===== config.mk =====
export PLATFORM = sky130hd
export DESIGN_NAME = sysr_regs
export DESIGN_NICKNAME = d
export VERILOG_FILES = /design/src/design/sysr_pkg.sv /design/src/design/sysr_ovf_req.sv /design/src/design/sysr_regs.sv
export SDC_FILE = /design/constraint.sdc
export NUM_CORES = 1
export LEC_CHECK = 0
export ABC_AREA = 1
export BUFFER_PORTS_ARGS = -buffer_cell sky130_fd_sc_hd__buf_4
export CAP_MARGIN = 20
export CELL_PAD_IN_SITES_DETAIL_PLACEMENT = 0
export CELL_PAD_IN_SITES_GLOBAL_PLACEMENT = 2
export CORE_ASPECT_RATIO = 1.5
export CORE_MARGIN = 2
export CORE_UTILIZATION = 35
export CTS_CLUSTER_SIZE = 16
export DETAILED_ROUTE_END_ITERATION = 16
export MAX_ROUTING_LAYER = met4
export PLACE_DENSITY_LB_ADDON = 0.1
export SLEW_MARGIN = 25
export SYNTH_ARGS = -nofsm -noshare
export SYNTH_HDL_FRONTEND = slang
export SYNTH_SLANG_ARGS = --single-unit

===== constraint.sdc =====
create_clock -name mclk -period 1 [get_ports mclk]
set_clock_uncertainty 0.05 [all_clocks]
set_input_delay 0.1 -clock mclk [delete_from_list [all_inputs] [get_ports mclk]]
set_output_delay 0.1 -clock mclk [all_outputs]
set_load 0.05 [all_outputs]

===== src/design/sysr_pkg.sv =====
// Purpose: shared constants and types for the system-control id and
//          overflow request register bank
// Assumes: one core clock, coprocessor transfers arrive as one-cycle
//          requests from the pipeline
// Notes:   enables are held as 4 bits {cycle, ev2, ev1, ev0}
package sysr_pkg;

    // coprocessor register coordinates (opc1 is always zero)
    localparam logic [2:0] SYSR_OPC1 = 3'h0;
    localparam logic [3:0] SYSR_CRN_SLAVE = 4'hb;
    localparam logic [3:0] SYSR_CRN_ID = 4'hd;
    localparam logic [3:0] SYSR_CRN_VAL = 4'hf;
    localparam logic [3:0] SYSR_CRM_SLAVE = 4'h0;
    localparam logic [3:0] SYSR_CRM_ID = 4'h0;
    localparam logic [3:0] SYSR_CRM_VAL = 4'h1;
    localparam logic [2:0] SYSR_OP2_SLAVE = 3'h0;
    localparam logic [2:0] SYSR_OP2_LPID = 3'h0;
    localparam logic [2:0] SYSR_OP2_CTX = 3'h1;
    localparam logic [2:0] SYSR_OP2_TID_URW = 3'h2;
    localparam logic [2:0] SYSR_OP2_TID_URO = 3'h3;
    localparam logic [2:0] SYSR_OP2_TID_PRV = 3'h4;
    localparam logic [2:0] SYSR_OP2_IRQ_SET = 3'h0;
    localparam logic [2:0] SYSR_OP2_FIQ_SET = 3'h1;
    localparam logic [2:0] SYSR_OP2_RST_SET = 3'h2;
    localparam logic [2:0] SYSR_OP2_IRQ_CLR = 3'h4;
    localparam logic [2:0] SYSR_OP2_FIQ_CLR = 3'h5;
    localparam logic [2:0] SYSR_OP2_RST_CLR = 3'h6;

    // field positions
    localparam int SYSR_SLAVE_PRIV_BIT = 1;
    localparam int SYSR_SLAVE_DIS_BIT = 0;
    localparam int SYSR_EN_CYCLE_BIT = 31;

    // reset values
    localparam logic [1:0] SYSR_SLAVE_RST = 2'h0;
    localparam logic [31:0] SYSR_WORD_RST = 32'h0000_0000;
    localparam logic [3:0] SYSR_EN_RST = 4'h0;
    localparam logic SYSR_REQ_N_RST = 1'b1;

    typedef enum {
        SYSR_R_NONE, SYSR_R_SLAVE, SYSR_R_LPID, SYSR_R_CTX,
        SYSR_R_TID_URW, SYSR_R_TID_URO, SYSR_R_TID_PRV,
        SYSR_R_IRQ_SET, SYSR_R_FIQ_SET, SYSR_R_RST_SET,
        SYSR_R_IRQ_CLR, SYSR_R_FIQ_CLR, SYSR_R_RST_CLR
    } sysr_reg_e;

    typedef struct packed {
        logic valid;
        logic write;
        logic priv;
        logic [2:0] opc1;
        logic [3:0] crn;
        logic [3:0] crm;
        logic [2:0] opc2;
        logic [31:0] wdata;
    } sysr_req_s;

    typedef struct packed {
        logic valid;
        logic undef;
        logic [31:0] rdata;
    } sysr_rsp_s;

endpackage


===== src/design/sysr_ovf_req.sv =====
// Purpose: one overflow request channel: set/clear enables and the
//          active-low request output
// Assumes: set and clear writes never arrive in the same cycle
// Notes:   enables are {cycle, ev2, ev1, ev0}
`timescale 1ns/10ps
module sysr_ovf_req
    import sysr_pkg::*;
(
    input wire logic mclk,
    input wire logic nrst,
    input wire logic set_we,
    input wire logic clr_we,
    input wire logic [3:0] wbits,
    input wire logic [3:0] overflow,
    output logic [3:0] enables,
    output logic req_n
);

    logic [3:0] en_q;
    logic req_n_q;

    always_ff @(posedge mclk or negedge nrst) begin
        if (!nrst) begin
            en_q <= SYSR_EN_RST;
        end else if (set_we) begin
            en_q <= en_q | wbits;
        end else if (clr_we) begin
            en_q <= en_q & ~wbits;
        end
    end

    // registered so the controller never sees a decode glitch
    always_ff @(posedge mclk or negedge nrst) begin
        if (!nrst) begin
            req_n_q <= SYSR_REQ_N_RST;
        end else begin
            req_n_q <= ~|(overflow & en_q);
        end
    end

    assign enables = en_q;
    assign req_n = req_n_q;

    a_set_only_sets: assert property (
        @(posedge mclk) disable iff (!nrst)
        set_we |=> en_q == ($past(en_q) | $past(wbits)))
        else $error("set write did not only set enables");
    a_clr_only_clears: assert property (
        @(posedge mclk) disable iff (!nrst)
        clr_we && !set_we |=> en_q == ($past(en_q) & ~$past(wbits)))
        else $error("clear write wrong");
    a_req_follows_en: assert property (
        @(posedge mclk) disable iff (!nrst)
        ##1 req_n == !(|($past(overflow) & $past(en_q))))
        else $error("request output does not follow enabled overflow");

endmodule


===== src/design/sysr_regs.sv =====
// Purpose: id registers, slave port control and overflow request
//          enables reached by coprocessor register transfers
// Assumes: overflow flags and the user enable come from logic on mclk
// Notes:   a transfer is answered one cycle after it is taken
//
// Functional notes
// - slave control bit 1 restricts to privileged
// - slave control bit 0 disables slave port
// - legacy process id reads zero, ignores writes
// - context identifier 32 bits, privileged only
// - context identifier driven to trace and debug
// - user rw thread id open to all
// - user ro thread id: user reads only
// - privileged thread id refuses user access
// - thread id access has no side effects
// - thread id registers reset to zero
// - irq enables at bits 31, 2..0
// - set register reads enables, writes set
// - enabled overflow drives irq request low
// - fiq enables share the irq layout
// - enabled overflow drives fiq request low
// - enabled overflow drives reset request low
// - user access to enables needs user enable
// - reset enables at bits 31, 2..0
// - clear register reads enables, ones clear
`timescale 1ns/10ps
module sysr_regs
    import sysr_pkg::*;
(
    input wire logic mclk,
    input wire logic nrst,
    input sysr_req_s cp_req,
    output sysr_rsp_s cp_rsp,
    input wire logic [3:0] counter_overflow,
    input wire logic perfmon_user_access_enable,
    output logic slave_port_privileged_only,
    output logic slave_port_disable,
    output logic [31:0] context_identifier,
    output logic overflow_irq_req_n,
    output logic overflow_fiq_req_n,
    output logic overflow_reset_req_out_n
);

    function automatic sysr_reg_e sysr_decode(input sysr_req_s r);
        sysr_reg_e sel;
        sel = SYSR_R_NONE;
        if (r.opc1 == SYSR_OPC1) begin
            if (r.crn == SYSR_CRN_SLAVE && r.crm == SYSR_CRM_SLAVE &&
                r.opc2 == SYSR_OP2_SLAVE) begin
                sel = SYSR_R_SLAVE;
            end else if (r.crn == SYSR_CRN_ID && r.crm == SYSR_CRM_ID) begin
                case (r.opc2)
                    SYSR_OP2_LPID: sel = SYSR_R_LPID;
                    SYSR_OP2_CTX: sel = SYSR_R_CTX;
                    SYSR_OP2_TID_URW: sel = SYSR_R_TID_URW;
                    SYSR_OP2_TID_URO: sel = SYSR_R_TID_URO;
                    SYSR_OP2_TID_PRV: sel = SYSR_R_TID_PRV;
                    default: sel = SYSR_R_NONE;
                endcase
            end else if (r.crn == SYSR_CRN_VAL && r.crm == SYSR_CRM_VAL) begin
                case (r.opc2)
                    SYSR_OP2_IRQ_SET: sel = SYSR_R_IRQ_SET;
                    SYSR_OP2_FIQ_SET: sel = SYSR_R_FIQ_SET;
                    SYSR_OP2_RST_SET: sel = SYSR_R_RST_SET;
                    SYSR_OP2_IRQ_CLR: sel = SYSR_R_IRQ_CLR;
                    SYSR_OP2_FIQ_CLR: sel = SYSR_R_FIQ_CLR;
                    SYSR_OP2_RST_CLR: sel = SYSR_R_RST_CLR;
                    default: sel = SYSR_R_NONE;
                endcase
            end
        end
        return sel;
    endfunction

    // mode check; a refused access is answered undefined and has no effect
    function automatic logic sysr_allowed(input sysr_reg_e sel,
                                          input logic wr,
                                          input logic priv,
                                          input logic usr_en);
        logic ok;
        ok = 1'b0;
        case (sel)
            SYSR_R_NONE: ok = 1'b0;
            SYSR_R_TID_URW: ok = 1'b1;
            SYSR_R_TID_URO: ok = priv || !wr;
            SYSR_R_SLAVE, SYSR_R_LPID, SYSR_R_CTX,
            SYSR_R_TID_PRV: ok = priv;
            default: ok = priv || usr_en;
        endcase
        return ok;
    endfunction

    // enable layout is shared by every validation register
    function automatic logic [31:0] sysr_en_word(input logic [3:0] en);
        return {en[3], 28'h000_0000, en[2:0]};
    endfunction

    function automatic logic [3:0] sysr_word_en(input logic [31:0] w);
        return {w[SYSR_EN_CYCLE_BIT], w[2:0]};
    endfunction

    sysr_reg_e sel;
    logic ok;
    logic wr_ok;
    logic [3:0] wbits;
    logic [1:0] slave_q;
    logic [31:0] ctx_q;
    logic [31:0] tid_urw_q;
    logic [31:0] tid_uro_q;
    logic [31:0] tid_prv_q;
    logic [3:0] irq_en;
    logic [3:0] fiq_en;
    logic [3:0] rst_en;
    logic [31:0] rdata_d;
    sysr_rsp_s rsp_q;

    assign sel = sysr_decode(cp_req);
    assign ok = sysr_allowed(sel, cp_req.write, cp_req.priv,
                             perfmon_user_access_enable);
    assign wr_ok = cp_req.valid && cp_req.write && ok;
    assign wbits = sysr_word_en(cp_req.wdata);

    always_ff @(posedge mclk or negedge nrst) begin
        if (!nrst) begin
            slave_q <= SYSR_SLAVE_RST;
        end else if (wr_ok && sel == SYSR_R_SLAVE) begin
            slave_q <= cp_req.wdata[1:0];
        end
    end

    // zero at reset keeps trace matching quiet until the first write
    always_ff @(posedge mclk or negedge nrst) begin
        if (!nrst) begin
            ctx_q <= SYSR_WORD_RST;
        end else if (wr_ok && sel == SYSR_R_CTX) begin
            ctx_q <= cp_req.wdata;
        end
    end

    // thread ids are plain storage, nothing else reads them
    always_ff @(posedge mclk or negedge nrst) begin
        if (!nrst) begin
            tid_urw_q <= SYSR_WORD_RST;
            tid_uro_q <= SYSR_WORD_RST;
            tid_prv_q <= SYSR_WORD_RST;
        end else if (wr_ok) begin
            case (sel)
                SYSR_R_TID_URW: tid_urw_q <= cp_req.wdata;
                SYSR_R_TID_URO: tid_uro_q <= cp_req.wdata;
                SYSR_R_TID_PRV: tid_prv_q <= cp_req.wdata;
                default: tid_urw_q <= tid_urw_q;
            endcase
        end
    end

    sysr_ovf_req u_irq (
        .mclk(mclk),
        .nrst(nrst),
        .set_we(wr_ok && sel == SYSR_R_IRQ_SET),
        .clr_we(wr_ok && sel == SYSR_R_IRQ_CLR),
        .wbits(wbits),
        .overflow(counter_overflow),
        .enables(irq_en),
        .req_n(overflow_irq_req_n)
    );

    sysr_ovf_req u_fiq (
        .mclk(mclk),
        .nrst(nrst),
        .set_we(wr_ok && sel == SYSR_R_FIQ_SET),
        .clr_we(wr_ok && sel == SYSR_R_FIQ_CLR),
        .wbits(wbits),
        .overflow(counter_overflow),
        .enables(fiq_en),
        .req_n(overflow_fiq_req_n)
    );

    sysr_ovf_req u_rst (
        .mclk(mclk),
        .nrst(nrst),
        .set_we(wr_ok && sel == SYSR_R_RST_SET),
        .clr_we(wr_ok && sel == SYSR_R_RST_CLR),
        .wbits(wbits),
        .overflow(counter_overflow),
        .enables(rst_en),
        .req_n(overflow_reset_req_out_n)
    );

    always_comb begin
        rdata_d = SYSR_WORD_RST;
        case (sel)
            SYSR_R_SLAVE: rdata_d = {30'h0000_0000, slave_q};
            SYSR_R_LPID: rdata_d = SYSR_WORD_RST;
            SYSR_R_CTX: rdata_d = ctx_q;
            SYSR_R_TID_URW: rdata_d = tid_urw_q;
            SYSR_R_TID_URO: rdata_d = tid_uro_q;
            SYSR_R_TID_PRV: rdata_d = tid_prv_q;
            SYSR_R_IRQ_SET,
            SYSR_R_IRQ_CLR: rdata_d = sysr_en_word(irq_en);
            SYSR_R_FIQ_SET,
            SYSR_R_FIQ_CLR: rdata_d = sysr_en_word(fiq_en);
            SYSR_R_RST_SET,
            SYSR_R_RST_CLR: rdata_d = sysr_en_word(rst_en);
            default: rdata_d = SYSR_WORD_RST;
        endcase
    end

    // write answers return zero data; refused reads never leak contents
    always_ff @(posedge mclk or negedge nrst) begin
        if (!nrst) begin
            rsp_q <= '0;
        end else begin
            rsp_q.valid <= cp_req.valid;
            rsp_q.undef <= cp_req.valid && !ok;
            if (cp_req.valid && ok && !cp_req.write) begin
                rsp_q.rdata <= rdata_d;
            end else begin
                rsp_q.rdata <= SYSR_WORD_RST;
            end
        end
    end

    assign cp_rsp = rsp_q;
    assign slave_port_privileged_only = slave_q[SYSR_SLAVE_PRIV_BIT];
    assign slave_port_disable = slave_q[SYSR_SLAVE_DIS_BIT];
    assign context_identifier = ctx_q;

    // checks
    logic read_ok;
    assign read_ok = cp_req.valid && ok && !cp_req.write;

    a_slave_priv_bit: assert property (
        @(posedge mclk) disable iff (!nrst)
        wr_ok && sel == SYSR_R_SLAVE |=>
        slave_port_privileged_only == $past(cp_req.wdata[1]))
        else $error("privileged-only bit not taken from write");
    a_slave_dis_bit: assert property (
        @(posedge mclk) disable iff (!nrst)
        wr_ok && sel == SYSR_R_SLAVE |=>
        slave_port_disable == $past(cp_req.wdata[0]))
        else $error("slave disable bit not taken from write");
    a_legacy_pid_zero: assert property (
        @(posedge mclk) disable iff (!nrst)
        cp_req.valid && sel == SYSR_R_LPID && cp_req.priv |=>
        !cp_rsp.undef && cp_rsp.rdata == 32'h0000_0000)
        else $error("legacy process id did not read zero");
    a_ctx_user_refused: assert property (
        @(posedge mclk) disable iff (!nrst)
        cp_req.valid && sel == SYSR_R_CTX && !cp_req.priv |=>
        cp_rsp.undef && $stable(context_identifier))
        else $error("user access to context id not refused");
    a_ctx_read_back: assert property (
        @(posedge mclk) disable iff (!nrst)
        read_ok && sel == SYSR_R_CTX |=> cp_rsp.rdata == $past(ctx_q))
        else $error("context id read returned a wrong value");
    a_ctx_to_trace: assert property (
        @(posedge mclk) disable iff (!nrst)
        wr_ok && sel == SYSR_R_CTX |=>
        context_identifier == $past(cp_req.wdata))
        else $error("context id output not updated");
    a_tid_user_rw: assert property (
        @(posedge mclk) disable iff (!nrst)
        cp_req.valid && sel == SYSR_R_TID_URW |=> !cp_rsp.undef)
        else $error("user rw thread id refused");
    a_tid_uro_write: assert property (
        @(posedge mclk) disable iff (!nrst)
        cp_req.valid && cp_req.write && !cp_req.priv &&
        sel == SYSR_R_TID_URO |=> cp_rsp.undef && $stable(tid_uro_q))
        else $error("user write to ro thread id accepted");
    a_tid_uro_read: assert property (
        @(posedge mclk) disable iff (!nrst)
        cp_req.valid && !cp_req.write && sel == SYSR_R_TID_URO |=>
        !cp_rsp.undef && cp_rsp.rdata == $past(tid_uro_q))
        else $error("read of ro thread id refused or wrong");
    a_tid_prv_user: assert property (
        @(posedge mclk) disable iff (!nrst)
        cp_req.valid && !cp_req.priv && sel == SYSR_R_TID_PRV |=>
        cp_rsp.undef && $stable(tid_prv_q))
        else $error("user access to privileged thread id accepted");
    a_tid_no_side: assert property (
        @(posedge mclk) disable iff (!nrst)
        cp_req.valid && (sel == SYSR_R_TID_URW || sel == SYSR_R_TID_URO ||
        sel == SYSR_R_TID_PRV) |=> $stable(slave_q) && $stable(ctx_q) &&
        $stable(irq_en) && $stable(fiq_en) && $stable(rst_en))
        else $error("thread id access changed other state");
    a_val_user_gate: assert property (
        @(posedge mclk) disable iff (!nrst)
        cp_req.valid && !cp_req.priv && !perfmon_user_access_enable &&
        sel >= SYSR_R_IRQ_SET |=> cp_rsp.undef)
        else $error("user access to enables not gated");
    a_val_granted: assert property (
        @(posedge mclk) disable iff (!nrst)
        cp_req.valid && (cp_req.priv || perfmon_user_access_enable) &&
        sel >= SYSR_R_IRQ_SET |=> !cp_rsp.undef)
        else $error("granted access to enables refused");
    a_irq_layout: assert property (
        @(posedge mclk) disable iff (!nrst)
        read_ok && sel == SYSR_R_IRQ_SET |=>
        cp_rsp.rdata[30:3] == 28'h000_0000 &&
        cp_rsp.rdata[31] == $past(irq_en[3]))
        else $error("irq enable layout wrong");
    a_fiq_layout: assert property (
        @(posedge mclk) disable iff (!nrst)
        read_ok && sel == SYSR_R_FIQ_SET |=>
        cp_rsp.rdata[30:3] == 28'h000_0000 &&
        cp_rsp.rdata[31] == $past(fiq_en[3]))
        else $error("fiq enable layout wrong");
    a_rst_layout: assert property (
        @(posedge mclk) disable iff (!nrst)
        read_ok && sel == SYSR_R_RST_SET |=>
        cp_rsp.rdata[30:3] == 28'h000_0000 &&
        cp_rsp.rdata[2:0] == $past(rst_en[2:0]))
        else $error("reset enable layout wrong");
    a_clr_reads_en: assert property (
        @(posedge mclk) disable iff (!nrst)
        read_ok && sel == SYSR_R_IRQ_CLR |=>
        cp_rsp.rdata[31] == $past(irq_en[3]) &&
        cp_rsp.rdata[2:0] == $past(irq_en[2:0]))
        else $error("clear register read is not the enables");
    a_irq_request: assert property (
        @(posedge mclk) disable iff (!nrst)
        (|(counter_overflow & irq_en)) ##1 (|(counter_overflow & irq_en))
        |-> !overflow_irq_req_n)
        else $error("enabled overflow did not raise irq request");
    a_fiq_request: assert property (
        @(posedge mclk) disable iff (!nrst)
        ##1 overflow_fiq_req_n ==
        !(|($past(counter_overflow) & $past(fiq_en))))
        else $error("fiq request wrong");
    a_rst_request: assert property (
        @(posedge mclk) disable iff (!nrst)
        !(|(counter_overflow & rst_en)) |=> overflow_reset_req_out_n)
        else $error("reset request without enabled overflow");
    a_rst_asserted: assert property (
        @(posedge mclk) disable iff (!nrst)
        (|(counter_overflow & rst_en)) |=> !overflow_reset_req_out_n)
        else $error("enabled overflow did not raise reset request");

    c_user_tid_write: cover property (@(posedge mclk) disable iff (!nrst)
        wr_ok && !cp_req.priv && sel == SYSR_R_TID_URW);
    c_irq_raised: cover property (@(posedge mclk) disable iff (!nrst)
        $fell(overflow_irq_req_n));
    c_enable_cleared: cover property (@(posedge mclk) disable iff (!nrst)
        wr_ok && sel == SYSR_R_RST_CLR ##2 $rose(overflow_reset_req_out_n));
    c_refused: cover property (@(posedge mclk) disable iff (!nrst)
        cp_rsp.valid && cp_rsp.undef);

endmodule


==> implementation parameters, run 1 <==
Parameter                              Value

Outcome
  Run status    finished, violations left
  Violated checks    negative setup slack

GRT
  Pin count of the biggest net entering global routing    47
  Tot GR Track Use    20.41%
  Number of antenna violations at the first check in global routing    0
  Via count of the first global-routing pass    6999
  GRT Residual Overflow    0
  Wire length of the first global-routing pass    37430 µm

Floorplan
  Die height    189.3 µm
  Horiz. Die Dim    127.5 µm
  Standard-cell rows    67
  Total core area    22380 µm²
  I/O Pins    127
  Initial standard-cell utilization of the core    35.80%
  DIE AREA    24140 µm²

Logic synthesis
  Net count of the mapped netlist    920
  Cells after synthesis    864
  Number of synthesized register bits    179
  Count of warnings emitted by yosys    0
  Cell area after synthesis    8013 µm²
  Number of different library cells in the post-synthesis netlist    38
  Avg Synthesized Cell Area    9.274 µm²
  Fraction of the yosys area taken by sequential cells    55.95%

Finish
  Filler cells    2082
  Final Core Density    52.30%
  Layout-stage area growth over the synthesis result    46.10%
  Number of antenna repair diodes    0
  Post-route cell area    11710 µm²
  Post-layout net count    1176
  Fraction of final layout cells with drive strength greater than 1    37.43%

Timing
  Final min period    1.649 ns
  Total negative slack for setup checks    -115.87 ns
  Peak Freq    606.5 MHz
  Setup repair after global routing missed its margin    true
  Slew @ Worst Pin    0.4439 ns
  Share of the cycle needed by the critical path after routing    164.9%
  Worst-case hold slack    0.03524 ns
  Final setup violation count    246
  Smallest setup slack after layout    -0.6489 ns
  Tightest slew margin relative to the limit    70.41%
  Number of hold-slack violations in the final timing report    0
  Max-slew violation count    0

CTS
  Number of buffers added by the clock tree synthesis step    17
  Num Clock Sinks    179
  CTS tree    built
  Clock Path Buffers    2
  Clock network latency to the later pin of the worst-skew pair    0.44 ns
  Cell chosen for the clock root    sky130_fd_sc_hd__clkbuf_16
  Depth of the CTS H-tree    4
  Clk slew on worst S/H paths    0.07 ns

Worst setup path
  Cells along the critical path    buf_6, inv_2, nand2_4, nor2_4, nand3_4, nand3_4, nand3_4, nor2_8, nand2_2, nand3_2, nand2_1, inv_2, o2111ai_4, buf_12, buf_12, buf_16, nor2_2
  Worst endpoint data arrival time    1.97 ns
  Most common cell type on the critical path    sky130_fd_sc_hd__nand3_4
  Maximum net fanout on the critical path    6
  Required time of the critical path    1.32 ns
  Critical path start-end classification    input port to register
  Worst stage delay on the critical path    0.18 ns
  Element type at the critical path end    register
  Slowest stage cell, crit path    sky130_fd_sc_hd__nor2_4
  Startpoint kind of the worst setup timing path    input port

Place
  Placed wire-length estimate after detailed placement    16070 µm
  Area after detailed placement    10100 µm²
  Final estimated routing congestion in global placement    0.7980
  Number of I/O port buffers    126

Drt
  DRT antenna net count    0
  Routed Wire Length    23560 µm
  Routed wirelength normalized by instance count    16.76 µm
  Remaining routing DRC violations    0
  Total via count after detailed routing    6907
  1st-iter DRT viols    296
  Per-cell via count in the routed design    4.913
  DR pass1 iterations    5

Power
  Power Dens Cells    1242 nW/µm²
  Total power after layout    14.53 mW
  Worst vdd ir    1.131 mV
  Leakage power of the design    5.683 nW

Flow run
  Max-cap check violation count    0

Hold path
  Worst hold-check path type    input port to register
cells by family (layout without fill, tap and decap cells):
| kind of cell | after synthesis | after routing | share of synthesized area [%] |
|---|---|---|---|
| AOI/OAI and AO/OA | 213 | 213 | 18.30 |
| buffers and inverters | 114 | 380 | 6.574 |
| DFF | 179 | 179 | 55.95 |
| and+or+nand+nor | 358 | 358 | 19.18 |
cells in the mapped netlist:
| cell type | instances | area share [%] |
|---|---|---|
| sky130_fd_sc_hd__inv_6 | 1 | 0.11 |
| sky130_fd_sc_hd__buf_4 | 3 | 0.28 |
| sky130_fd_sc_hd__a22o_1 | 29 | 3.2 |
| sky130_fd_sc_hd__nand3_4 | 2 | 0.44 |
| sky130_fd_sc_hd__a32o_1 | 28 | 3.5 |
| sky130_fd_sc_hd__clkbuf_1 | 13 | 0.61 |
| sky130_fd_sc_hd__nor3_4 | 1 | 0.20 |
| sky130_fd_sc_hd__o21ai_2 | 32 | 3.5 |
| sky130_fd_sc_hd__nor2_1 | 90 | 4.2 |
| sky130_fd_sc_hd__nand2_1 | 225 | 11 |
| sky130_fd_sc_hd__a21oi_1 | 3 | 0.19 |
| sky130_fd_sc_hd__nor2_2 | 1 | 0.078 |
| sky130_fd_sc_hd__nor2_8 | 1 | 0.25 |
| sky130_fd_sc_hd__nand2_4 | 3 | 0.42 |
| sky130_fd_sc_hd__buf_1 | 2 | 0.094 |
| sky130_fd_sc_hd__clkinv_1 | 1 | 0.047 |
| sky130_fd_sc_hd__o22ai_1 | 2 | 0.16 |
| sky130_fd_sc_hd__dfrtp_1 | 176 | 55 |
| sky130_fd_sc_hd__o2111ai_1 | 1 | 0.11 |
| sky130_fd_sc_hd__nand3_1 | 13 | 0.81 |
| sky130_fd_sc_hd__inv_1 | 65 | 3.0 |
| sky130_fd_sc_hd__nand2_2 | 2 | 0.16 |
| sky130_fd_sc_hd__inv_4 | 1 | 0.078 |
| sky130_fd_sc_hd__a221oi_1 | 4 | 0.44 |
| sky130_fd_sc_hd__nor2_4 | 2 | 0.28 |
| sky130_fd_sc_hd__nand3_2 | 6 | 0.75 |
| sky130_fd_sc_hd__dfstp_2 | 3 | 0.98 |
| sky130_fd_sc_hd__o21bai_1 | 1 | 0.094 |
| sky130_fd_sc_hd__nor3_1 | 7 | 0.44 |
| sky130_fd_sc_hd__o21ai_0 | 64 | 4.0 |
| sky130_fd_sc_hd__nand4_4 | 1 | 0.27 |
| sky130_fd_sc_hd__o21ai_1 | 46 | 2.9 |
| sky130_fd_sc_hd__inv_2 | 4 | 0.19 |
| sky130_fd_sc_hd__nand4_1 | 3 | 0.23 |
| sky130_fd_sc_hd__nand3b_1 | 1 | 0.094 |
| sky130_fd_sc_hd__buf_2 | 16 | 1.0 |
| sky130_fd_sc_hd__o211ai_1 | 3 | 0.28 |
| sky130_fd_sc_hd__buf_6 | 8 | 1.1 |
area by class of cell:
cell class / instances / area [µm²] / share of cell area, %
timing repair buffer: 279 / 2670 / 22.81
sequential: 179 / 4483 / 38.30
clock inverter: 6 / 82.58 / 0.7054
inverter: 72 / 284.0 / 2.426
tap: 276 / 345.3 / 2.950
multi-input combinational: 571 / 3383 / 28.90
clock buffer: 23 / 457.9 / 3.912
repair_timing:
| item | 4_1_cts | 5_1_grt |
|---|---|---|
| hold buffers | 38 | 0 |
| pin swaps | 19 | 2 |
| endpoints found under the hold margin | 308 | 0 |
| resized for setup | 144 | 14 |
| setup endpoints to repair | 247 | 249 |
| gates cloned | 2 | 2 |
| setup buffers | 13 | 0 |
state kept, by name, indices dropped and copies added (netlist names), 2 cells and up, named ones only:
register and count:
context_identifier 32, slave_q 2, tid_uro_q 32, tid_urw_q 32, cp_rsp 34, tid_prv_q 32
worst max-delay path: cells and delay by family:
family                 cells  cell delay (ns)
buffers and inverters      6             0.67
AND/OR/NAND/NOR           10             1.07
AO/OA/AOI/OAI              1             0.11
placed cells by master (no fill, tap or decap), types with 19 or more instances in the layout:
| master | netlist | routed |
|---|---|---|
| sky130_fd_sc_hd__a22o_1 | 29 | 29 |
| sky130_fd_sc_hd__a32o_1 | 28 | 28 |
| sky130_fd_sc_hd__buf_12 | 0 | 25 |
| sky130_fd_sc_hd__buf_4 | 3 | 188 |
| sky130_fd_sc_hd__buf_6 | 8 | 23 |
| sky130_fd_sc_hd__clkbuf_16 | 0 | 19 |
| sky130_fd_sc_hd__dfrtp_1 | 176 | 176 |
| sky130_fd_sc_hd__dlygate4sd3_1 | 0 | 38 |
| sky130_fd_sc_hd__inv_1 | 65 | 55 |
| sky130_fd_sc_hd__nand2_1 | 225 | 181 |
| sky130_fd_sc_hd__nand2_2 | 2 | 39 |
| sky130_fd_sc_hd__nor2_1 | 90 | 56 |
| sky130_fd_sc_hd__nor2_2 | 1 | 24 |
| sky130_fd_sc_hd__o21ai_0 | 64 | 51 |
| sky130_fd_sc_hd__o21ai_1 | 46 | 56 |
| sky130_fd_sc_hd__o21ai_2 | 32 | 35 |
metal layers:
layer | share of wire [%] | vias to the layer above | global-route usage (%)
met3 | 3.1 | 20 | 2.826
met2 | 51 | 130 | 34.41
li1 | - | 3388 | -
met5 | 0 | - | -
met1 | 44 | 3369 | 25.39
met4 | 1.5 | 0 | 6.424
power by group:
group          switching [mW]  internal (mW)  leakage [nW]  total (mW)
logic                   0.473          0.372          2.95       0.845
registers             0.00123           7.25          2.47        7.25
clock network            2.75           3.69         0.263        6.44
through the flow:
stage,cells,worst slack [ns]
detailed placement,1323,-1.268
finish,1406,-0.6489
CTS,1404,-0.6317
global placement,1323,-1.302
floorplan,864,-0.9284
global route,1406,-0.7837
final timing paths:
path | endpoint | startpoint | slack, ns | cells past startpoint
max reg2reg | cp_rsp[1] | tid_urw_q[1] | -0.14 | 4
min in group asynchronous | asynchronous set/reset pin | nrst | 0.06 | 2
max | cp_rsp[6] | cp_req[38] | -0.65 | 17
min | tid_urw_q[1] | cp_req[1] | 0.04 | 3
min reg2reg | u_fiq.req_n | register | 0.42 | 1
max in group asynchronous | context_identifier[3] | nrst | 0.32 | 3
(Power assumes the default switching activity.)
==> run 2, diff against run 1 <==
--- a/config.mk
+++ b/config.mk
@@ -8,3 +8,2 @@
 export ABC_AREA = 1
-export BUFFER_PORTS_ARGS = -buffer_cell sky130_fd_sc_hd__buf_4
 export CAP_MARGIN = 20
@@ -14,5 +13,6 @@
 export CORE_MARGIN = 2
-export CORE_UTILIZATION = 35
+export CORE_UTILIZATION = 39
 export CTS_CLUSTER_SIZE = 16
 export DETAILED_ROUTE_END_ITERATION = 16
+export DONT_BUFFER_PORTS = 1
 export MAX_ROUTING_LAYER = met4
==> constraint.sdc (replaced) <==
create_clock -name mclk -period 1 [get_ports mclk]
set_clock_uncertainty 0.05 [all_clocks]
set_input_delay 0.15 -clock mclk [delete_from_list [all_inputs] [get_ports mclk]]
set_output_delay 0.15 -clock mclk [all_outputs]
set_load 0.05 [all_outputs]
==> run 2 against run 1 <==
Compared with the run above: the flow finishes with violations (negative hold slack, negative setup slack); worst setup slack worse by 0.0029 ns; utilization rose by 8.6 points; clock-buffer cell count rose by 1; sequential share of layout area shrank 1.9 points; highest routed layer unchanged; via count up 2.8%; global-route usage up 2.1 points; routed wire length is 3.1% higher; maximum frequency shrank 0.17%; combinational power decreased by 47%; non-clock buffer count down 26; power rose by 0.42%; largest cell class unchanged.
==> implementation parameters, run 2 (synthesized netlist as in run 1, its figures left out) <==
Parameter                              Value

Worst setup path
  Kind of cell with the highest combined delay on the critical path    simple AND/OR/NAND/NOR gates (unchanged)
  Required time of the critical path    1.30 ns (was 1.32 ns)
  Cells along the critical path    clkinv_16, nand2_8, nor2_4, nand3_4, nand3_4, nand3_4, inv_4, nand2_4, nand3_4, buf_4, nand2_2, inv_2, o2111ai_4, buf_12, buf_12, a21oi_1 (was buf_6, inv_2, nand2_4, nor2_4, nand3_4, nand3_4, nand3_4, nor2_8, nand2_2, nand3_2, nand2_1, inv_2, o2111ai_4, buf_12, buf_12, buf_16, nor2_2)
  Critical path start-end classification    input port to register (unchanged)
  Total buffers and inverters traversed by the critical path    6 (unchanged)
  Worst endpoint data arrival time    1.95 ns (was 1.97 ns)
  Element type at the critical path end    register (unchanged)
  Most common cell type on the critical path    sky130_fd_sc_hd__nand3_4 (unchanged)
  Worst stage delay on the critical path    0.19 ns (was 0.18 ns)
  Maximum net fanout on the critical path    6 (unchanged)
  Slowest stage cell, crit path    sky130_fd_sc_hd__nor2_4 (unchanged)
  Startpoint kind of the worst setup timing path    input port (unchanged)

Drt
  Remaining routing DRC violations    0 (unchanged)
  Metal-1 WL    10050 µm (was 10460 µm)
  Highest routed metal layer    met4 (unchanged)
  Routed Wire Length    24290 µm (was 23560 µm)
  DR pass1 iterations    7 (was 5)
  1st-iter DRT viols    506 (was 296)
  DR WL met3    957 µm (was 727 µm)
  Routed wirelength normalized by instance count    17.70 µm (was 16.76 µm)
  Routed length on met2    12790 µm (was 12010 µm)
  Total via count after detailed routing    7097 (was 6907)
  DRT antenna net count    0 (unchanged)
  Per-cell via count in the routed design    5.173 (was 4.913)

Finish
  Number of antenna repair diodes    0 (unchanged)
  Final Core Density    60.86% (was 52.30%)
  Post-layout net count    1151 (was 1176)
  Layout-stage area growth over the synthesis result    53.87% (was 46.10%)
  Number of flip-flops in the largest register    34 (unchanged)
  Fraction of final layout cells with drive strength greater than 1    38.09% (was 37.43%)
  Post-route cell area    12330 µm² (was 11710 µm²)
  Most common library cell in the layout ignoring fill and taps    sky130_fd_sc_hd__dfrtp_1 (was sky130_fd_sc_hd__buf_4)
  Leading cell types in the layout, fill and taps excluded    176 x sky130_fd_sc_hd__dfrtp_1, 171 x sky130_fd_sc_hd__nand2_1, 87 x sky130_fd_sc_hd__buf_4, 74 x sky130_fd_sc_hd__buf_6, 60 x sky130_fd_sc_hd__nor2_1 (was 188 x sky130_fd_sc_hd__buf_4, 181 x sky130_fd_sc_hd__nand2_1, 176 x sky130_fd_sc_hd__dfrtp_1, 56 x sky130_fd_sc_hd__nor2_1, 56 x sky130_fd_sc_hd__o21ai_1)

GRT
  Wire length of the first global-routing pass    37580 µm (was 37430 µm)
  Via count of the first global-routing pass    7214 (was 6999)
  Pin count of the biggest net entering global routing    180 (was 47)
  GRT Residual Overflow    0 (unchanged)
  Tot GR Track Use    22.55% (was 20.41%)
  Number of antenna violations at the first check in global routing    0 (unchanged)

Timing
  Number of hold-slack violations in the final timing report    179 (was 0)
  Final min period    1.652 ns (was 1.649 ns)
  Final setup violation count    246 (unchanged)
  Share of the cycle needed by the critical path after routing    165.2% (was 164.9%)
  Tightest slew margin relative to the limit    72.96% (was 70.41%)
  Setup repair after global routing missed its margin    true (unchanged)
  Max-slew violation count    0 (unchanged)
  Peak Freq    605.4 MHz (was 606.5 MHz)
  Smallest setup slack after layout    -0.6518 ns (was -0.6489 ns)
  Worst-case hold slack    -0.6309 ns (was 0.03524 ns)
  Slew @ Worst Pin    0.4056 ns (was 0.4439 ns)

CTS
  CTS tree    built (unchanged)
  Number of buffers added by the clock tree synthesis step    17 (unchanged)
  Cell chosen for the clock root    sky130_fd_sc_hd__clkbuf_16 (unchanged)
  Clk slew on worst S/H paths    0.07 ns (about the same)
  Num Clock Sinks    179 (unchanged)
  Depth of the CTS H-tree    4 (unchanged)
  Clock Path Buffers    2 (unchanged)
  Clock network latency to the later pin of the worst-skew pair    0.43 ns (was 0.44 ns)
  Hold_buf cts    37 (was 38)

Outcome
  Violated checks    negative hold slack, negative setup slack (was negative setup slack)
  Run status    finished, violations left (unchanged)

Place
  Area after detailed placement    9694 µm² (was 10100 µm²)
  Final estimated routing congestion in global placement    0.8705 (was 0.7980)
  Placed wire-length estimate after detailed placement    14750 µm (was 16070 µm)
  Number of I/O port buffers    0 (was 126)

Floorplan
  Initial standard-cell utilization of the core    39.55% (was 35.80%)
  Standard-cell rows    64 (was 67)
  DIE AREA    21730 µm² (was 24140 µm²)
  Total core area    20260 µm² (was 22380 µm²)
  Horiz. Die Dim    121.0 µm (was 127.5 µm)
  Die height    179.6 µm (was 189.3 µm)
  I/O Pins    127 (unchanged)

Power
  Leakage power of the design    5.852 nW (was 5.683 nW)
  Total power after layout    14.60 mW (was 14.53 mW)
  Power Dens Cells    1184 nW/µm² (was 1242 nW/µm²)
  Worst vdd ir    1.162 mV (was 1.131 mV)

Flow run
  Max-cap check violation count    0 (unchanged)

Hold path
  Worst hold-check path type    input port to asynchronous set/reset pin (was input port to register)
[run 2: worst paths after layout]
check / start / end / slack [ns] / depth (start not counted)
worst max-delay path: cp_req[37] / cp_rsp[1] / -0.65 / 16
worst min-delay path: nrst / asynchronous set/reset pin / -0.63 / 0
worst max register to register: context_identifier[26] / cp_rsp[26] / -0.20 / 5
worst min register to register: register / u_fiq.req_n / 0.38 / 1
max in group asynchronous: nrst / cp_rsp[27] / 1.20 / 0
min in group mclk: cp_req[0] / tid_urw_q[0] / 0.02 / 2
[run 2: area by class of cell]
class                      instances  area (µm²)
timing repair buffer             253        3008
multi-input combinational        572        3545
sequential                       179        4483
inverter                          72       356.6
fill                            1712        7930
clock inverter                     8       125.1
clock buffer                      24       481.7
tap                              264       330.3
[run 2: routing by layer]
metal	GRT usage [%]	up-vias
li1	-	3357
met1	27.68	3518
met2	38.65	183
met3	3.490	39
met4	5.628	0
met5	-	-
[run 2: timing repair]
item | CTS | global route
gates cloned | 3 | 11
resized for setup | 168 | 107
buffers inserted | 39 | 21
pin swaps | 20 | 26
endpoints found under the setup margin | 246 | 249
endpoints found under the hold margin | 316 | 179
[run 2: power breakdown]
group          switching [mW]  internal (mW)  total (mW)
Clock                    2.76           4.13        6.89
Combinational           0.261          0.188       0.449
Sequential            0.00609           7.25        7.25
Total                    3.03           11.6        14.6
[run 2: per-stage QoR]
stage | cells | setup TNS (ns) | hold WS, ns | setup slack, ns
2_1_floorplan | 864 | -156.55 | -0.1956 | -0.9784
3_3_place_gp | 1231 | -182.39 | -0.1915 | -1.139
3_5_place_dp | 1231 | -189.30 | -0.1876 | -1.189
4_1_cts | 1342 | -104.98 | -0.6523 | -0.5725
5_1_grt | 1372 | -131.62 | -0.6522 | -0.7061
6_report | 1372 | -116.74 | -0.6309 | -0.6518
[run 2: worst register-to-register path, delay by kind of cell, from the launching register on]
kind / cells / cell delay [ns]
flops: 1 / 0.39
compound gates: 1 / 0.21
buf+inv: 2 / 0.25
simple gates: 2 / 0.19
==> run 3, diff against run 2 <==
- CTS_BUF_LIST: default -> sky130_fd_sc_hd__clkbuf_16
- REMOVE_ABC_BUFFERS: default -> 1
==> run 3 against run 2 <==
Compared with the run above: the flow still finishes with violations (negative hold slack, negative setup slack); highest routed layer unchanged; die area is the same; design area grew 6.8%; clock power grew 4.1%; cell count shrank 0.22%; critical path depth is the same; combinational power grew 9.6%.
==> implementation parameters, run 3 (synthesized netlist as in run 1, its figures left out) <==
Parameter                              Value

Outcome
  Run status    finished, violations left (unchanged)
  Violated checks    negative hold slack, negative setup slack (unchanged)

Place
  Placed wire-length estimate after detailed placement    14110 µm (was 14750 µm)
  Final estimated routing congestion in global placement    0.8630 (was 0.8705)
  Number of I/O port buffers    0 (unchanged)

Timing
  Max-slew violation count    0 (unchanged)
  Final min period    1.672 ns (was 1.652 ns)
  Final setup violation count    246 (unchanged)
  Share of the cycle needed by the critical path after routing    167.2% (was 165.2%)
  Peak Freq    598.1 MHz (was 605.4 MHz)
  Number of hold-slack violations in the final timing report    179 (unchanged)
  Slew @ Worst Pin    0.5433 ns (was 0.4056 ns)
  Total negative slack for setup checks    -121.64 ns (was -116.74 ns)
  Smallest setup slack after layout    -0.6719 ns (was -0.6518 ns)
  Setup repair after global routing missed its margin    true (unchanged)
  Tightest slew margin relative to the limit    63.78% (was 72.96%)
  Worst-case hold slack    -0.6326 ns (was -0.6309 ns)

Flow run
  Max-cap check violation count    0 (unchanged)

Drt
  DR pass1 iterations    4 (was 7)
  Routed wirelength normalized by instance count    19.21 µm (was 17.70 µm)
  Total via count after detailed routing    7166 (was 7097)
  1st-iter DRT viols    447 (was 506)
  Per-cell via count in the routed design    5.234 (was 5.173)
  Remaining routing DRC violations    0 (unchanged)
  DRT antenna net count    0 (unchanged)
  Routed Wire Length    26310 µm (was 24290 µm)

GRT
  Pin count of the biggest net entering global routing    180 (unchanged)
  GRT Residual Overflow    0 (unchanged)
  Via count of the first global-routing pass    7317 (was 7214)
  Wire length of the first global-routing pass    38440 µm (was 37580 µm)
  Tot GR Track Use    23.43% (was 22.55%)
  Number of antenna violations at the first check in global routing    0 (unchanged)

Worst setup path
  Worst endpoint data arrival time    1.93 ns (was 1.95 ns)
  Required time of the critical path    1.26 ns (was 1.30 ns)
  Maximum net fanout on the critical path    8 (was 6)
  Element type at the critical path end    register (unchanged)
  Startpoint kind of the worst setup timing path    input port (unchanged)
  Critical path start-end classification    input port to register (unchanged)

Hold path
  Worst hold-check path type    input port to asynchronous set/reset pin (unchanged)

Floorplan
  I/O Pins    127 (unchanged)
  Standard-cell rows    64 (unchanged)
  Total core area    20260 µm² (unchanged)
  DIE AREA    21730 µm² (unchanged)
  Initial standard-cell utilization of the core    39.55% (unchanged)
  Horiz. Die Dim    121.0 µm (unchanged)
  Die height    179.6 µm (unchanged)

CTS
  Clk slew on worst S/H paths    0.06 ns (was 0.07 ns)
  Depth of the CTS H-tree    4 (unchanged)
  Clock Path Buffers    2 (unchanged)
  Num Clock Sinks    179 (unchanged)
  CTS tree    built (unchanged)
  Cell chosen for the clock root    sky130_fd_sc_hd__clkbuf_16 (unchanged)
  Number of buffers added by the clock tree synthesis step    17 (unchanged)
  Hold_buf cts    37 (unchanged)
  Clock network latency to the later pin of the worst-skew pair    0.43 ns (about the same)

Power
  Net switching component of the power    3.085 mW (was 3.030 mW)
  Internal Dissipation    11.83 mW (was 11.57 mW)
  Total power after layout    14.91 mW (was 14.60 mW)
  Proportion of total power due to net switching    20.68% (was 20.76%)
  Power share of the sequential group    48.6% (was 49.7%)
  Worst vdd ir    1.139 mV (was 1.162 mV)
  Leakage power of the design    6.044 nW (was 5.852 nW)
  Logic pwr share    3.3% (was 3.1%)
  Share of total power in the clock network    48.1% (was 47.2%)
  Power Dens Cells    1133 nW/µm² (was 1184 nW/µm²)

Finish
  Post-layout net count    1148 (was 1151)
  Layout-stage area growth over the synthesis result    64.30% (was 53.87%)
  Fraction of final layout cells with drive strength greater than 1    47.15% (was 38.09%)
  Leading cell types in the layout, fill and taps excluded    174 x sky130_fd_sc_hd__dfrtp_1, 118 x sky130_fd_sc_hd__nand2_1, 76 x sky130_fd_sc_hd__buf_6, 71 x sky130_fd_sc_hd__buf_4, 65 x sky130_fd_sc_hd__o21ai_2 (was 176 x sky130_fd_sc_hd__dfrtp_1, 171 x sky130_fd_sc_hd__nand2_1, 87 x sky130_fd_sc_hd__buf_4, 74 x sky130_fd_sc_hd__buf_6, 60 x sky130_fd_sc_hd__nor2_1)
  Number of flip-flops in the largest register    34 (unchanged)
  Number of antenna repair diodes    0 (unchanged)
  Final Core Density    64.98% (was 60.86%)
  Most common library cell in the layout ignoring fill and taps    sky130_fd_sc_hd__dfrtp_1 (unchanged)
[run 3: cell types whose count changed in the layout (fill, tap and decap cells not counted), moves of 8 or more]
cell,before,now
sky130_fd_sc_hd__buf_16,1,10
sky130_fd_sc_hd__nor2_1,60,44
sky130_fd_sc_hd__nand2_1,171,118
sky130_fd_sc_hd__nor2_4,9,25
sky130_fd_sc_hd__buf_4,87,71
sky130_fd_sc_hd__o21ai_0,46,27
sky130_fd_sc_hd__o21ai_2,42,65
sky130_fd_sc_hd__nand2_2,38,46
sky130_fd_sc_hd__nand2_4,20,62
[run 3: power by group through the flow]
stage | logic, mW | clock network [mW] | registers, mW
2_1_floorplan | 0.157 | 0 | 7.40
3_3_place_gp | 0.257 | 0 | 7.39
3_5_place_dp | 0.259 | 0 | 7.39
4_1_cts | 0.448 | 7.30 | 7.25
5_1_grt | 0.533 | 7.58 | 7.25
6_report | 0.492 | 7.17 | 7.25
[run 3: cell type report]
type                       instances  area, µm²
clock buffer                      17      425.4
clock inverter                    15      200.2
fill                            1662       7094
inverter                          72      380.4
multi-input combinational        571       4143
sequential                       179       4486
tap                              264      330.3
timing repair buffer             251       3201
[run 3: worst paths after layout]
kind | startpoint | to | slack [ns] | cells past startpoint
worst max-delay path | cp_req[37] | tid_uro_q[29] | -0.67 | 16
worst min-delay path | nrst | cp_rsp[22] | -0.63 | 0
worst min register to register | register | u_fiq.req_n | 0.40 | 1
worst max register to register | context_identifier[26] | cp_rsp[26] | -0.15 | 5
min in group mclk | cp_req[48] | cp_rsp[26] | 0.05 | 4
max in group asynchronous | nrst | context_identifier[31] | 1.03 | 0
[run 3: repair_timing]
item / in CTS / in global routing
setup endpoints to repair: 247 / 249
pin swaps: 21 / 21
gates cloned: 11 / 10
buffers inserted: 19 / 35
hold endpoints to repair: 322 / 179
resized for setup: 189 / 290
[run 3: per-stage QoR]
stage,instances,hold slack [ns],setup WS (ns),instance area (µm²)
after floorplan,822,-0.1956,-1.645,7764
after global placement,1230,-0.1859,-1.124,9693
after detailed placement,1230,-0.1850,-1.172,9693
after CTS,1328,-0.6451,-0.5546,11730
after global routing,1369,-0.6522,-0.7385,13170
final,1369,-0.6326,-0.6719,13170
[run 3: critical path, stage by stage]
cell	delay, ns
sky130_fd_sc_hd__clkinv_8	0.03
sky130_fd_sc_hd__nand2_8	0.06
sky130_fd_sc_hd__nor2_4	0.17
sky130_fd_sc_hd__nand3_4	0.15
sky130_fd_sc_hd__nand3_4	0.17
sky130_fd_sc_hd__nand3_4	0.14
sky130_fd_sc_hd__nor2_8	0.13
sky130_fd_sc_hd__nand2_4	0.06
sky130_fd_sc_hd__nand3_4	0.08
sky130_fd_sc_hd__nand4_4	0.11
sky130_fd_sc_hd__clkinv_4	0.10
sky130_fd_sc_hd__buf_12	0.13
sky130_fd_sc_hd__nand2_8	0.11
sky130_fd_sc_hd__clkbuf_16	0.23
sky130_fd_sc_hd__nand2_2	0.06
sky130_fd_sc_hd__o21ai_1	0.05
[run 3: routing by layer]
metal / vias to the layer above / GRT usage [%] / share of wire (%)
li1: 3347 / - / -
met1: 3600 / 26.38 / 39
met2: 170 / 41.96 / 55
met3: 49 / 3.871 / 3.6
met4: 0 / 7.116 / 2.5
met5: - / - / 0
